$ cat src/hw/bc66_defs.vh
/*
 Shared constants of the 64B/66B block coder: field widths and positions,
 sync header values, block type values, XGMII control octets and their
 line codes.
 Assumes inclusion by bare name from the design files of this block.
*/
`ifndef BC66_DEFS_VH
`define BC66_DEFS_VH

// Geometry of a block
`define BC66_NCH 8
`define BC66_LANES 4
`define BC66_TW 8
`define BC66_CW 7
`define BC66_OW 4
`define BC66_O0_POS 32
`define BC66_O4_POS 36
`define BC66_PAY_W 64
`define BC66_BLK_W 66

// Sync header as a vector, bit 0 sent first: 01 data, 10 control
`define BC66_SYNC_DATA 2'h2
`define BC66_SYNC_CTRL 2'h1

// Defined block type values
`define BC66_T_1E 8'h1E
`define BC66_T_2D 8'h2D
`define BC66_T_33 8'h33
`define BC66_T_66 8'h66
`define BC66_T_55 8'h55
`define BC66_T_78 8'h78
`define BC66_T_4B 8'h4B
`define BC66_T_87 8'h87
`define BC66_T_99 8'h99
`define BC66_T_AA 8'hAA
`define BC66_T_B4 8'hB4
`define BC66_T_CC 8'hCC
`define BC66_T_D2 8'hD2
`define BC66_T_E1 8'hE1
`define BC66_T_FF 8'hFF

// XGMII control octets
`define BC66_XG_IDLE 8'h07
`define BC66_XG_LPI 8'h06
`define BC66_XG_START 8'hFB
`define BC66_XG_TERM 8'hFD
`define BC66_XG_ERR 8'hFE
`define BC66_XG_SEQ 8'h9C
`define BC66_XG_SIG 8'h5C
`define BC66_XG_R0 8'h1C
`define BC66_XG_R1 8'h3C
`define BC66_XG_R2 8'h7C
`define BC66_XG_R3 8'hBC
`define BC66_XG_R4 8'hDC
`define BC66_XG_R5 8'hF7

// 7-bit line codes of the plain control characters
`define BC66_C_IDLE 7'h00
`define BC66_C_LPI 7'h06
`define BC66_C_ERR 7'h1E
`define BC66_C_R0 7'h2D
`define BC66_C_R1 7'h33
`define BC66_C_R2 7'h4B
`define BC66_C_R3 7'h55
`define BC66_C_R4 7'h66
`define BC66_C_R5 7'h78

// 4-bit ordered-set codes
`define BC66_O_SEQ 4'h0
`define BC66_O_SIG 4'hF

`endif

$ cat src/hw/bc66_cmap.v
/*
 Maps one XGMII control octet to its 7-bit line code and back.
 Assumes the caller qualifies the result with the octet's control flag.
*/
`timescale 1ns/1ps
`include "bc66_defs.vh"

module bc66_cmap (
   input wire [7:0] xg_i,
   output reg [6:0] code_o,
   output reg enc_ok_o,
   input wire [6:0] code_i,
   output reg [7:0] xg_o,
   output reg dec_ok_o
);

   // Octet to line code; start, terminate and ordered sets have none
   always @* begin
      enc_ok_o = 1'b1;
      case (xg_i)
         `BC66_XG_IDLE: code_o = `BC66_C_IDLE;
         `BC66_XG_LPI: code_o = `BC66_C_LPI;
         `BC66_XG_ERR: code_o = `BC66_C_ERR;
         `BC66_XG_R0: code_o = `BC66_C_R0;
         `BC66_XG_R1: code_o = `BC66_C_R1;
         `BC66_XG_R2: code_o = `BC66_C_R2;
         `BC66_XG_R3: code_o = `BC66_C_R3;
         `BC66_XG_R4: code_o = `BC66_C_R4;
         `BC66_XG_R5: code_o = `BC66_C_R5;
         default: begin
            code_o = `BC66_C_ERR;
            enc_ok_o = 1'b0;
         end
      endcase
   end

   // Line code to octet; unknown codes flag an error
   always @* begin
      dec_ok_o = 1'b1;
      case (code_i)
         `BC66_C_IDLE: xg_o = `BC66_XG_IDLE;
         `BC66_C_LPI: xg_o = `BC66_XG_LPI;
         `BC66_C_ERR: xg_o = `BC66_XG_ERR;
         `BC66_C_R0: xg_o = `BC66_XG_R0;
         `BC66_C_R1: xg_o = `BC66_XG_R1;
         `BC66_C_R2: xg_o = `BC66_XG_R2;
         `BC66_C_R3: xg_o = `BC66_XG_R3;
         `BC66_C_R4: xg_o = `BC66_XG_R4;
         `BC66_C_R5: xg_o = `BC66_XG_R5;
         default: begin
            xg_o = `BC66_XG_ERR;
            dec_ok_o = 1'b0;
         end
      endcase
   end

endmodule

$ cat src/hw/bc66_skid.v
/*
 Two-entry buffer with valid and ready on both sides.
 Assumes one clock and a synchronous active-high reset.
*/
`timescale 1ns/1ps

module bc66_skid #(
   parameter W = 66
) (
   input wire clk_i,
   input wire reset_i,
   input wire in_valid_i,
   output wire in_ready_o,
   input wire [W-1:0] in_data_i,
   output reg out_valid_o,
   input wire out_ready_i,
   output reg [W-1:0] out_data_o
);

   reg skid_v_r;
   reg [W-1:0] skid_d_r;

   // Full when the second entry holds a word
   assign in_ready_o = ~skid_v_r;

   // Head entry drives the output, second entry catches a stall
   always @(posedge clk_i) begin
      if (reset_i) begin
         out_valid_o <= 1'b0;
         out_data_o <= {W{1'b0}};
         skid_v_r <= 1'b0;
         skid_d_r <= {W{1'b0}};
      end else if (in_valid_i && ~skid_v_r) begin
         if (out_valid_o && ~out_ready_i) begin
            skid_d_r <= in_data_i;
            skid_v_r <= 1'b1;
         end else begin
            out_data_o <= in_data_i;
            out_valid_o <= 1'b1;
         end
      end else if (out_ready_i) begin
         if (skid_v_r) begin
            out_data_o <= skid_d_r;
            skid_v_r <= 1'b0;
         end else begin
            out_valid_o <= 1'b0;
         end
      end
   end

endmodule

$ cat src/hw/bc66_top.v
/*
 64B/66B block coder: packs pairs of 32-bit XGMII transfers into 66-bit
 blocks and unpacks received blocks into pairs of transfers.
 Assumes the scrambler and gearbox below, and block alignment, are
 outside; all ports are on clk_i and need no synchroniser.
*/
// What this block does
// - Every block is exactly 66 bits.
// - Sync 01 for data, 10 for control.
// - Only payload goes to scrambler; header bypasses.
// - Eight characters from two consecutive transfers.
// - Control block starts with 8-bit type field.
// - Start and terminate implied by type only.
// - Ordered sets 4-bit O code, others 7-bit.
// - Ordered set and start only at 0 or 4.
// - Data octet flag zero, control octet one.
// - Filler bits sent zero, ignored on receipt.
// - Field LSB sits in lowest block position.
// - Block bit 0 is first on the line.
// - Reserved block types never generated.
// - Undefined control codes never sent, errored received.
// - Same control set on line and XGMII.
// - Sync transition is the only alignment marker.
// - Type 0x00 and other unused types rejected.
// - Sync 00 or 11 marks block invalid.
// - Ordered set is one control, three data.
// - Encoder runs continuously from data and flags; here it takes a transfer only when tx_valid_i and tx_ready_o are high.
`timescale 1ns/1ps
`include "bc66_defs.vh"

module bc66_top (
   input wire clk_i,
   input wire reset_i,
   input wire tx_valid_i,
   output wire tx_ready_o,
   input wire [31:0] tx_d_i,
   input wire [3:0] tx_c_i,
   output wire tx_blk_valid_o,
   input wire tx_blk_ready_i,
   output wire [1:0] tx_sync_o,
   output wire [63:0] tx_payload_o,
   input wire rx_blk_valid_i,
   output wire rx_blk_ready_o,
   input wire [1:0] rx_sync_i,
   input wire [63:0] rx_payload_i,
   output wire rx_valid_o,
   input wire rx_ready_i,
   output reg [31:0] rx_d_o,
   output reg [3:0] rx_c_o,
   output reg rx_err_o,
   output reg rx_hdr_bad_o
);

   localparam NCH = `BC66_NCH;
   localparam TW = `BC66_TW;
   localparam CW = `BC66_CW;
   localparam OW = `BC66_OW;

   // ---------------- Transmit side ----------------
   reg half_r;
   reg [31:0] lo_d_r;
   reg [3:0] lo_c_r;
   wire buf_ready;
   wire [63:0] tch;
   wire [7:0] tk;
   wire [NCH*CW-1:0] tcode;
   wire [NCH-1:0] tcok;
   wire [NCH*CW-1:0] rcode;
   wire [NCH*TW-1:0] rxg;
   wire [NCH-1:0] rcok;

   // two transfers form one block, lane 0 of the first is char 0
   assign tch = {tx_d_i, lo_d_r};
   assign tk = {tx_c_i, lo_c_r};
   // Second transfer stalls while the buffer is full
   assign tx_ready_o = ~half_r | buf_ready;

   // take a transfer every cycle the source offers one while tx_ready_o is high
   always @(posedge clk_i) begin
      if (reset_i) begin
         half_r <= 1'b0;
         lo_d_r <= 32'h0;
         lo_c_r <= 4'h0;
      end else if (tx_valid_i && tx_ready_o) begin
         half_r <= ~half_r;
         if (~half_r) begin
            lo_d_r <= tx_d_i;
            lo_c_r <= tx_c_i;
         end
      end
   end

   // Per-character code mapping, both directions
   genvar g;
   generate
      for (g = 0; g < NCH; g = g + 1) begin : gmap
         bc66_cmap u_map (
            .xg_i(tch[TW*g +: TW]),
            .code_o(tcode[CW*g +: CW]),
            .enc_ok_o(tcok[g]),
            .code_i(rx_payload_i[TW + CW*g +: CW]),
            .xg_o(rxg[TW*g +: TW]),
            .dec_ok_o(rcok[g])
         );
      end
   endgenerate

   // Character classes; the flag tells data from control
   reg [7:0] isd, iss, ist, iso, isc;
   reg [7:0] t_hit;
   integer i, j, fi, pi, ri;
   always @* begin
      for (i = 0; i < NCH; i = i + 1) begin
         isd[i] = ~tk[i];
         iss[i] = tk[i] && tch[TW*i +: TW] == `BC66_XG_START;
         ist[i] = tk[i] && tch[TW*i +: TW] == `BC66_XG_TERM;
         iso[i] = tk[i] && (tch[TW*i +: TW] == `BC66_XG_SEQ ||
                            tch[TW*i +: TW] == `BC66_XG_SIG);
         // only characters with a line code count as plain control
         isc[i] = tk[i] && tcok[i];
      end
      // Terminate at n: data below, plain control above
      for (i = 0; i < NCH; i = i + 1) begin
         t_hit[i] = ist[i];
         for (j = 0; j < NCH; j = j + 1) begin
            if (j < i)
               t_hit[i] = t_hit[i] & isd[j];
            if (j > i)
               t_hit[i] = t_hit[i] & isc[j];
         end
      end
   end

   // ordered sets and starts only in lane 0 of a transfer
   // an ordered set is followed by three data characters
   wire lo_c = &isc[3:0];
   wire hi_c = &isc[7:4];
   wire lo_o = iso[0] & (&isd[3:1]);
   wire hi_o = iso[4] & (&isd[7:5]);
   wire hi_s = iss[4] & (&isd[7:5]);
   wire s_0 = iss[0] & (&isd[7:1]);

   // Format selection: type and which fields each character fills
   reg [7:0] e_type;
   reg [7:0] e_c, e_da, e_db;
   reg e_o0, e_o4, e_data, e_bad;
   always @* begin
      e_type = `BC66_T_1E;
      e_c = 8'h00;
      e_da = 8'h00;
      e_db = 8'h00;
      e_o0 = 1'b0;
      e_o4 = 1'b0;
      e_data = 1'b0;
      e_bad = 1'b0;
      if (&isd) begin
         e_data = 1'b1;
      end else if (lo_c && hi_c) begin
         e_c = 8'hFF;
      end else if (lo_c && hi_o) begin
         e_type = `BC66_T_2D;
         e_c = 8'h0F;
         e_da = 8'hE0;
         e_o4 = 1'b1;
      end else if (lo_c && hi_s) begin
         e_type = `BC66_T_33;
         e_c = 8'h0F;
         e_da = 8'hE0;
      end else if (lo_o && hi_s) begin
         e_type = `BC66_T_66;
         e_da = 8'hEE;
         e_o0 = 1'b1;
      end else if (lo_o && hi_o) begin
         e_type = `BC66_T_55;
         e_da = 8'hEE;
         e_o0 = 1'b1;
         e_o4 = 1'b1;
      end else if (s_0) begin
         e_type = `BC66_T_78;
         e_da = 8'hFE;
      end else if (lo_o && hi_c) begin
         e_type = `BC66_T_4B;
         e_da = 8'h0E;
         e_c = 8'hF0;
         e_o0 = 1'b1;
      end else if (|t_hit) begin
         // the terminate lane is told by the type alone
         case (t_hit)
            8'h01: e_type = `BC66_T_87;
            8'h02: e_type = `BC66_T_99;
            8'h04: e_type = `BC66_T_AA;
            8'h08: e_type = `BC66_T_B4;
            8'h10: e_type = `BC66_T_CC;
            8'h20: e_type = `BC66_T_D2;
            8'h40: e_type = `BC66_T_E1;
            default: e_type = `BC66_T_FF;
         endcase
         for (fi = 0; fi < NCH; fi = fi + 1) begin
            e_db[fi] = isd[fi];
            e_c[fi] = isc[fi];
         end
      end else begin
         // unmatched input becomes an error block, never a
         // reserved type
         e_bad = 1'b1;
         e_c = 8'hFF;
      end
   end

   // Payload assembly; unfilled positions stay zero
   reg [63:0] e_pay;
   reg [1:0] e_sync;
   always @* begin
      e_pay = 64'h0;
      // header value follows the block kind
      e_sync = e_data ? `BC66_SYNC_DATA : `BC66_SYNC_CTRL;
      if (e_data) begin
         e_pay = tch;
      end else begin
         // type field in payload bits 0..7, block bits 2..9
         e_pay[TW-1:0] = e_type;
         for (pi = 0; pi < NCH; pi = pi + 1) begin
            // bad input sends error codes only
            if (e_c[pi])
               e_pay[TW + CW*pi +: CW] = e_bad ? `BC66_C_ERR
                                               : tcode[CW*pi +: CW];
            if (e_da[pi])
               e_pay[TW*pi +: TW] = tch[TW*pi +: TW];
            if (e_db[pi])
               e_pay[TW + TW*pi +: TW] = tch[TW*pi +: TW];
         end
         // ordered sets carry a 4-bit code
         if (e_o0)
            e_pay[`BC66_O0_POS +: OW] =
               (tch[TW-1:0] == `BC66_XG_SIG) ? `BC66_O_SIG : `BC66_O_SEQ;
         if (e_o4)
            e_pay[`BC66_O4_POS +: OW] =
               (tch[TW*4 +: TW] == `BC66_XG_SIG) ? `BC66_O_SIG
                                                  : `BC66_O_SEQ;
      end
   end

   // block leaves as sync plus 64 payload bits, 66 in all
   // header travels beside the payload, never into the scrambler
   // payload bit k is block bit k+2, LSB first on the line
   wire [`BC66_BLK_W-1:0] buf_out;
   bc66_skid #(
      .W(`BC66_BLK_W)
   ) u_buf (
      .clk_i(clk_i),
      .reset_i(reset_i),
      .in_valid_i(tx_valid_i & half_r),
      .in_ready_o(buf_ready),
      .in_data_i({e_pay, e_sync}),
      .out_valid_o(tx_blk_valid_o),
      .out_ready_i(tx_blk_ready_i),
      .out_data_o(buf_out)
   );
   assign tx_sync_o = buf_out[1:0];
   assign tx_payload_o = buf_out[`BC66_BLK_W-1:2];

   // ---------------- Receive side ----------------
   reg [7:0] d_c, d_da, d_db;
   reg [7:0] d_s, d_t;
   reg d_o0, d_o4, d_bad;
   wire [7:0] r_type = rx_payload_i[TW-1:0];
   // only the sync transition marks a usable block
   wire hdr_bad = ~(rx_sync_i == `BC66_SYNC_DATA ||
                    rx_sync_i == `BC66_SYNC_CTRL);

   // Type decode to field layout
   always @* begin
      d_c = 8'h00;
      d_da = 8'h00;
      d_db = 8'h00;
      d_s = 8'h00;
      d_t = 8'h00;
      d_o0 = 1'b0;
      d_o4 = 1'b0;
      d_bad = 1'b0;
      case (r_type)
         `BC66_T_1E: d_c = 8'hFF;
         `BC66_T_2D: begin
            d_c = 8'h0F;
            d_da = 8'hE0;
            d_o4 = 1'b1;
         end
         `BC66_T_33: begin
            d_c = 8'h0F;
            d_da = 8'hE0;
            d_s = 8'h10;
         end
         `BC66_T_66: begin
            d_da = 8'hEE;
            d_o0 = 1'b1;
            d_s = 8'h10;
         end
         `BC66_T_55: begin
            d_da = 8'hEE;
            d_o0 = 1'b1;
            d_o4 = 1'b1;
         end
         `BC66_T_78: begin
            d_da = 8'hFE;
            d_s = 8'h01;
         end
         `BC66_T_4B: begin
            d_da = 8'h0E;
            d_c = 8'hF0;
            d_o0 = 1'b1;
         end
         `BC66_T_87: d_t = 8'h01;
         `BC66_T_99: d_t = 8'h02;
         `BC66_T_AA: d_t = 8'h04;
         `BC66_T_B4: d_t = 8'h08;
         `BC66_T_CC: d_t = 8'h10;
         `BC66_T_D2: d_t = 8'h20;
         `BC66_T_E1: d_t = 8'h40;
         `BC66_T_FF: d_t = 8'h80;
         // 0x00 and every other unused type is rejected
         default: d_bad = 1'b1;
      endcase
      if (|d_t) begin
         d_db = d_t - 8'h01;
         d_c = ~(d_db | d_t);
      end
   end

   // Character rebuild; filler bits are never looked at
   reg [63:0] r_ch;
   reg [7:0] r_k;
   reg r_err;
   always @* begin
      r_ch = rx_payload_i;
      r_k = 8'h00;
      r_err = hdr_bad | (rx_sync_i == `BC66_SYNC_CTRL && d_bad);
      if (rx_sync_i == `BC66_SYNC_CTRL) begin
         for (ri = 0; ri < NCH; ri = ri + 1) begin
            r_k[ri] = ~(d_da[ri] | d_db[ri]);
            if (d_c[ri]) begin
               r_ch[TW*ri +: TW] = rxg[TW*ri +: TW];
               if (~rcok[ri])
                  r_err = 1'b1;
            end
            if (d_da[ri])
               r_ch[TW*ri +: TW] = rx_payload_i[TW*ri +: TW];
            if (d_db[ri])
               r_ch[TW*ri +: TW] = rx_payload_i[TW + TW*ri +: TW];
            if (d_s[ri])
               r_ch[TW*ri +: TW] = `BC66_XG_START;
            if (d_t[ri])
               r_ch[TW*ri +: TW] = `BC66_XG_TERM;
         end
         // 4-bit ordered-set codes back to octets
         if (d_o0) begin
            case (rx_payload_i[`BC66_O0_POS +: OW])
               `BC66_O_SEQ: r_ch[TW-1:0] = `BC66_XG_SEQ;
               `BC66_O_SIG: r_ch[TW-1:0] = `BC66_XG_SIG;
               default: r_err = 1'b1;
            endcase
         end
         if (d_o4) begin
            case (rx_payload_i[`BC66_O4_POS +: OW])
               `BC66_O_SEQ: r_ch[TW*4 +: TW] = `BC66_XG_SEQ;
               `BC66_O_SIG: r_ch[TW*4 +: TW] = `BC66_XG_SIG;
               default: r_err = 1'b1;
            endcase
         end
      end
      // Invalid block: every character replaced by error
      if (r_err) begin
         r_ch = {NCH{`BC66_XG_ERR}};
         r_k = 8'hFF;
      end
   end

   // Output stage: first transfer, then the held upper half
   reg out_v_r, pend_r;
   reg [31:0] hold_d_r;
   reg [3:0] hold_c_r;
   assign rx_valid_o = out_v_r;
   assign rx_blk_ready_o = ~out_v_r | (~pend_r & rx_ready_i);
   always @(posedge clk_i) begin
      if (reset_i) begin
         out_v_r <= 1'b0;
         pend_r <= 1'b0;
         hold_d_r <= 32'h0;
         hold_c_r <= 4'h0;
         rx_d_o <= 32'h0;
         rx_c_o <= 4'h0;
         rx_err_o <= 1'b0;
         rx_hdr_bad_o <= 1'b0;
      end else if (rx_blk_valid_i && rx_blk_ready_o) begin
         // control flags travel with each octet
         out_v_r <= 1'b1;
         pend_r <= 1'b1;
         rx_d_o <= r_ch[31:0];
         rx_c_o <= r_k[3:0];
         hold_d_r <= r_ch[63:32];
         hold_c_r <= r_k[7:4];
         rx_err_o <= r_err;
         rx_hdr_bad_o <= hdr_bad;
      end else if (out_v_r && rx_ready_i) begin
         if (pend_r) begin
            pend_r <= 1'b0;
            rx_d_o <= hold_d_r;
            rx_c_o <= hold_c_r;
         end else begin
            out_v_r <= 1'b0;
         end
      end
   end

endmodule

$ cat config.mk
export PLATFORM = sky130hd
export DESIGN_NAME = bc66_top
export DESIGN_NICKNAME = d
export VERILOG_FILES = /design/src/hw/bc66_cmap.v /design/src/hw/bc66_skid.v /design/src/hw/bc66_top.v
export VERILOG_INCLUDE_DIRS = /design/src /design/src/hw
export SDC_FILE = /design/constraint.sdc
export NUM_CORES = 1
export LEC_CHECK = 0
export CAP_MARGIN = 5
export CORE_AREA = 2 2 286 288
export DETAILED_ROUTE_END_ITERATION = 16
export DIE_AREA = 0 0 288 290
export DONT_BUFFER_PORTS = 1
export PLACE_DENSITY_LB_ADDON = 0.1
export SLEW_MARGIN = 20
export SYNTH_ARGS = -nofsm -noshare
export SYNTH_HDL_FRONTEND = slang
export SYNTH_HIERARCHICAL = 1
export SYNTH_SLANG_ARGS = --single-unit
$ cat constraint.sdc
create_clock -name clk_i -period 4.9 [get_ports clk_i]
set_input_delay 0 -clock clk_i [delete_from_list [all_inputs] [get_ports clk_i]]
set_output_delay 0 -clock clk_i [all_outputs]
set_load 0.005 [all_outputs]
Word-level counts from Yosys, hierarchy flattened
Index checks and enable logic that the tools add are counted.
{"block": "classes", "multipliers": 0, "bitwise": 97, "n_div": 0, "mux": 234, "shift": 0, "addsub": 1, "n_eq_ne": 180, "n_lt_le_gt_ge": 0, "reduce_logical": 88}
{"op": "two-way mux 8 bit", "n": 88}
{"op": "case mux 8 bit (8 select lines)", "n": 9}
{"op": "case mux 7 bit (8 select lines)", "n": 8}
{"op": "== test 8 bit (second input constant)", "n": 52}
{"op": "two-way mux 66 bit", "n": 4}
{"op": "== test 7 bit (second input constant)", "n": 32}
{"op": "two-way mux 64 bit", "n": 3}
{"op": "two-way mux 7 bit", "n": 25}
{"op": "OR reduction 9 bit", "n": 16}
{"op": "== test 8 x 3 -> 1 bit (second input constant)", "n": 17}
{"op": "== test 8 x 7 -> 1 bit (second input constant)", "n": 15}
{"op": "== test 7 x 6 -> 1 bit (second input constant)", "n": 16}
{"op": "two-way mux 32 bit", "n": 3}
{"op": "== test 8 x 6 -> 1 bit (second input constant)", "n": 11}
{"op": "== test 8 x 5 -> 1 bit (second input constant)", "n": 10}
{"op": "two-way mux 1 bit", "n": 79}
{"op": "bitwise AND 1 bit", "n": 62}
{"op": "== test 7 x 3 -> 1 bit (second input constant)", "n": 8}
{"op": "== test 7 x 5 -> 1 bit (second input constant)", "n": 8}
{"op": "zero test 7 bit", "n": 8}
{"op": "case mux 7 bit (7 select lines)", "n": 1}
{"op": "logical AND 1 bit", "n": 32}
{"op": "two-way mux 4 bit", "n": 8}
{"op": "case mux 8 bit (2 select lines)", "n": 2}
{"op": "other kinds (29)", "n": 83}
{"block": "totals", "ramBits": 0, "inputBits": 108, "memories": 0, "latchBits": 0, "output_inout_bits": 108, "wordCells": 615, "romBits": 0, "regBits": 247}

Logic depth before layout (Yosys ltp)
{"block": "depth", "ltp_word": 43, "depth_mapped": 19}

By module
The synthesis kept the hierarchy.
{"module": "bc66_top", "cells_each": 1303, "area_each_um2": 9412.8, "seq_area_each_um2": 2262.2, "n_inst": 1}
{"module": "bc66_skid", "cells_each": 601, "area_each_um2": 5585.4, "seq_area_each_um2": 2682.6, "n_inst": 1}
{"module": "bc66_cmap at gmap[0].u_map ...", "cells_each": 104, "area_each_um2": 668.1, "seq_area_each_um2": 0.0, "n_inst": 4}
{"module": "bc66_cmap at gmap[5].u_map ...", "cells_each": 83, "area_each_um2": 535.5, "seq_area_each_um2": 0.0, "n_inst": 3}
{"module": "bc66_cmap at gmap[4].u_map", "cells_each": 103, "area_each_um2": 610.6, "seq_area_each_um2": 0.0, "n_inst": 1}

Worst setup path before layout
Ideal clock, no wire load.
{"block": "synth_timing", "path_type": "input port to flip-flop", "from": "in tx_d_i[22]", "to": "reg u_buf.out_data_o[32]", "path_buffers": 1, "path_stages": 16, "arrival_ns": 3.444, "t_required_ns": 4.819, "path_slack_ns": 1.375, "cell_sequence": "buf_2 > or3_4 > or3_1 > o211a_1 > o221ai_2 > a31o_1 > nand4_1 > nor4_1 > nand4_1 > nand4_1 > nor3_1 > a211oi_1 > mux2_2 > o21ai_0 > mux2i_1 > a211oi_2"}
{"block": "synth_via", "word_cells_on_any_way": 79, "cone_classes": "10 x eq/ne; 43 x mux; 19 x bitwise; 7 x reduce/logical"}
{"item": "start, declared", "line_no": "bc66_top.v:36", "source": "input wire [31:0] tx_d_i,"}
{"item": "== test 8 bit, or another cell as far along", "line_no": "bc66_cmap.v:20", "source": "case (xg_i)"}
{"item": "OR reduction 9 bit (no line) *"}
{"item": "two-way mux 1 bit *", "line_no": "bc66_cmap.v:20"}
{"item": "net tcok[6]", "line_no": "bc66_top.v:67", "source": "wire [NCH-1:0] tcok;"}
{"item": "logical AND 1 bit *", "line_no": "bc66_top.v:120", "source": "isc[i] = tk[i] && tcok[i];"}
{"item": "bitwise AND 1 bit (2 in series)", "line_no": "bc66_top.v:129", "source": "t_hit[i] = t_hit[i] & isc[j];"}
{"item": "OR reduction 8 bit", "line_no": "bc66_top.v:186", "source": "end else if (|t_hit) begin"}
{"item": "two-way mux 7 bit or two-way mux 1 bit (tied branches)", "line_no": "bc66_top.v:186"}
{"item": "(+7 left out)"}
{"item": "two-way mux 7 bit or two-way mux 1 bit (tied branches)", "line_no": "bc66_top.v:156", "source": "if (&isd) begin"}
{"item": "two-way mux 8 bit or two-way mux 7 bit (tied branches)", "line_no": "bc66_top.v:229, bc66_top.v:225"}
{"item": "two-way mux 7 bit", "line_no": "bc66_top.v:224", "source": "if (e_c[pi])"}
{"item": "two-way mux 8 bit *", "line_no": "bc66_top.v:227", "source": "if (e_da[pi])"}
{"item": "two-way mux 64 bit *", "line_no": "bc66_top.v:217", "source": "if (e_data) begin"}
{"item": "net e_pay[30]", "line_no": "bc66_top.v:211", "source": "reg [63:0] e_pay;"}
{"item": "two-way mux 66 bit *", "line_no": "bc66_skid.v:34", "source": "if (out_valid_o && ~out_ready_i) begin"}
{"item": "two-way mux 66 bit *", "line_no": "bc66_skid.v:33", "source": "end else if (in_valid_i && ~skid_v_r) begin"}
{"item": "end signal, assigned", "line_no": "bc66_skid.v:30", "source": "out_data_o <= {W{1'b0}};"}
{"item": "end signal, assigned", "line_no": "bc66_skid.v:38", "source": "out_data_o <= in_data_i;"}
{"item": "end signal, assigned", "line_no": "bc66_skid.v:43", "source": "out_data_o <= skid_d_r;"}
{"item": "end, declared", "line_no": "bc66_skid.v:17", "source": "output reg [W-1:0] out_data_o"}
The timed path passes the listed nets; every way through them passes the cells marked *. The select of a mux whose other input is x is not followed.
A chain may end at the register's enable or synchronous reset.

Worst setup path after layout
{"block": "layout_timing", "from": "reg lo_d_r[27]", "to": "reg u_buf.out_data_o[58]"}
{"block": "layout_via", "elab_chain_cells": 26, "word_cells_on_any_way": 79, "cone_classes": "10 x eq/ne; 39 x mux; 22 x bitwise; 8 x reduce/logical"}
{"item": "start, declared", "line_no": "bc66_top.v:61", "source": "reg [31:0] lo_d_r;"}
{"item": "start signal, assigned", "line_no": "bc66_top.v:87", "source": "lo_d_r <= tx_d_i;"}
{"item": "== test 8 bit, or another cell as far along", "line_no": "bc66_cmap.v:20"}
{"item": "OR reduction 9 bit (no line) *"}
{"item": "two-way mux 1 bit *", "line_no": "bc66_cmap.v:20"}
{"item": "net tcok[3]", "line_no": "bc66_top.v:67"}
{"item": "logical AND 1 bit *", "line_no": "bc66_top.v:120"}
{"item": "bitwise AND 1 bit (5 in series)", "line_no": "bc66_top.v:129"}
{"item": "OR reduction 8 bit", "line_no": "bc66_top.v:186"}
{"item": "two-way mux 1 bit", "line_no": "bc66_top.v:186"}
{"item": "(+8 left out)"}
{"item": "two-way mux 7 bit", "line_no": "bc66_top.v:225", "source": "e_pay[TW + CW*pi +: CW] = e_bad ? `BC66_C_ERR"}
{"item": "two-way mux 7 bit", "line_no": "bc66_top.v:224"}
{"item": "two-way mux 8 bit", "line_no": "bc66_top.v:229", "source": "if (e_db[pi])"}
{"item": "two-way mux 8 bit *", "line_no": "bc66_top.v:227"}
{"item": "two-way mux 64 bit *", "line_no": "bc66_top.v:217"}
{"item": "net e_pay[56]", "line_no": "bc66_top.v:211"}
{"item": "two-way mux 66 bit *", "line_no": "bc66_skid.v:34"}
{"item": "two-way mux 66 bit *", "line_no": "bc66_skid.v:33"}
Marked as above.

==> results.sh <==
export IMPL_status="completed"
export IMPL_dominantRegCellSynth="dfxtp_1"
export IMPL_cp_start_kind="flip-flop"
export IMPL_netlist_area_leader_share_pct=24.9
export IMPL_cts_buffers=34
export IMPL_synthAdderAreaFrac_pct=0.692
export IMPL_antenna_found_initial=1
export IMPL_p_per_area_nw_per_um2=257
export IMPL_yosysUniqueCellTypes=114
export IMPL_ant_nets=0
export IMPL_coreArea_um2=80200
export IMPL_met3_usage_pct=4.33
export IMPL_finalHoldViolCount=0
export IMPL_endpoint_kind="flip-flop"
export IMPL_clock_skew_ps=21.3
export IMPL_place_port_buffers=0
export IMPL_yosysSeqAreaShare_pct=24.9
export IMPL_dieArea_um2=83500
export IMPL_die_width_um=288
export IMPL_cts_tree="yes"
export IMPL_p_leak_nw=7.90
export IMPL_multiInputGateArea_um2=13600
export IMPL_drtIter0Drc=1681
export IMPL_synth_area_mux_share_pct=5.88
export IMPL_place_inst=3552
export IMPL_grt_pass1_vias=20600
export IMPL_peakVddDrop_uv=184
export IMPL_die_y_um=290
export IMPL_layout_drive_gt1_share_pct=9.60
export IMPL_synth_compound_area_share_pct=31.9
export IMPL_clk_latency_ps=550
export IMPL_min_path_cells=4
export IMPL_synth_top_area_cell="dfxtp_1"
export IMPL_slew_headroom_pct=29.7
export IMPL_vias=21300
export IMPL_max_freq_ghz=0.224
export IMPL_ios=216
export IMPL_grt_max_degree=228
export IMPL_vias_per_cell=5.65
export IMPL_ff_latch_area_um2=4940
export IMPL_ys_warn_count=6
export IMPL_crit_arrival_ps=4850
export IMPL_overflow=0
export IMPL_crit_fanout=10
export IMPL_use_met2_pct=35.3
export IMPL_netlist_area_um2=19900
export IMPL_fin_nets=2801
export IMPL_power_mw=5.97
export IMPL_rows=104
export IMPL_synth_top_family_by_area="compound AO/OA/AOI/OAI gates"
export IMPL_routed_wirelength_mm=92.8
export IMPL_synthSimpleGateAreaFrac_pct=28.8
export IMPL_synth_seq_cells=247
export IMPL_setup_viol=0
export IMPL_synthTopCellsByArea="dfxtp_1, a21oi_1, nand2_1, mux2i_1, o21ai_0"
export IMPL_globalplace_congestion=0.886
export IMPL_critPathRequiredTime_ps=5290
export IMPL_clk_pin_slew_ps=60
export IMPL_max_cap_violations=0
export IMPL_hpwl_mm=64.2
export IMPL_async_reset_ff_share_pct=0
export IMPL_crit_type="reg2reg"
export IMPL_synth_cells=2672
export IMPL_synth_edff_count=0
export IMPL_cts_setup_buffers=0
export IMPL_grt_first_pass_wirelength_mm=139
export IMPL_timing_final_crit_period_ps=4460
export IMPL_final_cell_count_no_fill=3769
export IMPL_syn_nets=2791
export IMPL_clock_sinks=247
export IMPL_grt_met1_usage_pct=28.8
export IMPL_worstRegToRegCells=14
export IMPL_wire_per_inst_um=24.6
export IMPL_tightestPinTransition_ps=1050
export IMPL_grtUsageTotal_pct=21.6
export IMPL_final_max_slew_viol_count=0
export IMPL_busiest_layer="met2"
export IMPL_syn_to_final_growth_pct=17.0
export IMPL_cts_buffer_depth=3
export IMPL_h_tree_depth=2
export IMPL_clock_root_buffer="clkbuf_16"
export IMPL_fill_cells=8780
export IMPL_start_util_pct=24.8
export IMPL_hp_class="in2reg"
export IMPL_drt_pass1_iter_count=7
export IMPL_synthXorXnorAreaFrac_pct=0.925
export IMPL_setup_tns_ps=0
export IMPL_syn_area_per_cell_um2=7.44
export IMPL_rsz0062_at_grt="no"
export IMPL_drc=0
export IMPL_finalCritPeriodShare_pct=91.0
-- path summary, 6_finish.rpt --
kind,from,to,slack (ps)
max reg2reg,lo_d_r[27],u_buf/out_data_o[58],440
max,lo_d_r[27],u_buf/out_data_o[58],440
min reg2reg,u_buf/skid_d_r[14],u_buf/skid_d_r[14],450
min,rx_payload_i[13],rx_d_o[5],10
-- cell usage in the layout, fill, tap and decap left out, drive strengths merged, types with 47 or more instances in the layout --
cell,instances
nand2,370
a21oi,331
dfxtp,247
o21ai,177
nor2,153
dlygate4sd3,152
mux2i,110
a211oi,83
inv,67
nand3,59
a31oi,53
nand2b,50
clkbuf,50
or3,49
nor3,47
-- power breakdown --
group          internal [mW]  switching [mW]
logic                  0.409           0.550
clock network           1.69            1.04
registers               2.12           0.163
total                   4.22            1.75
-- logic make-up (layout without fill, tap and decap cells) --
| family | count (synthesis) | in the layout |
|---|---|---|
| and+or+nand+nor | 1044 | 1044 |
| AOI/OAI and AO/OA | 938 | 938 |
| buffers and inverters | 288 | 324 |
| DFF | 247 | 247 |
| muxes | 115 | 115 |
| xor gates and xnor gates | 21 | 21 |
| adders and majority gates | 11 | 11 |
| other | 8 | 9 |
-- metal layers --
metal | wire length [um] | vias to the layer above
met5 | 0 | -
met4 | 2230 | 0
met1 | 41200 | 10500
met2 | 43200 | 689
met3 | 6150 | 122
li1 | - | 10000
-- timing repair --
action	4_1_cts	5_1_grt
setup endpoints to repair	0	7
resized for setup	0	2
endpoints found under the hold margin	246	71
hold buffers	152	1
-- sequential cells by signal (all words and copies together), names as in the netlist, 4 cells and up --
signal            count
u_buf/out_data_o     66
u_buf/skid_d_r       66
hold_d_r             32
lo_d_r               32
rx_d_o               32
hold_c_r              4
lo_c_r                4
rx_c_o                4
-- per-stage QoR --
stage	setup slack [ps]	hold WS [ps]	utilization, %	area (um2)
finish	441	12.1	29.0	23300
global route	36.7	2.30	29.0	23300
CTS	152	0.777	29.0	23200
detailed placement	462	91.3	25.5	20500
global placement	537	92.2	25.5	20500
floorplan	1370	136	-	19900
-- Yosys cell counts, types with 50 or more instances --
cell	number
dfxtp_1	247
inv_1	66
o21ai_0	164
nand2_1	370
clkbuf_1	115
buf_2	68
nand3_1	55
mux2i_1	109
nand2b_1	50
nor2_1	153
a21oi_1	319
-- critical path, stage by stage, from the launching register on --
cell and delay, ps:
dfxtp_1 420, or4_4 600, nor3_1 250, a211o_1 210, nand4_1 170, nor2_1 270
nand4_1 250, nand4_1 300, o21ai_0 280, a21oi_2 460, nand3b_1 180, a31oi_1 90
dlygate4sd3_1 580, mux2i_1 140, a211oi_1 90
-- final cells by class --
cell class,count,share of cell area [%]
diodes,1,0.0108
clock inverters,12,0.710
multi-input cells,2137,58.6
repair buffers,194,8.12
inverters,68,1.11
clock buffers,50,4.49
well taps,1060,5.70
flip-flops and latches,247,21.2
Note: power is estimated with default switching activity, not from simulation.
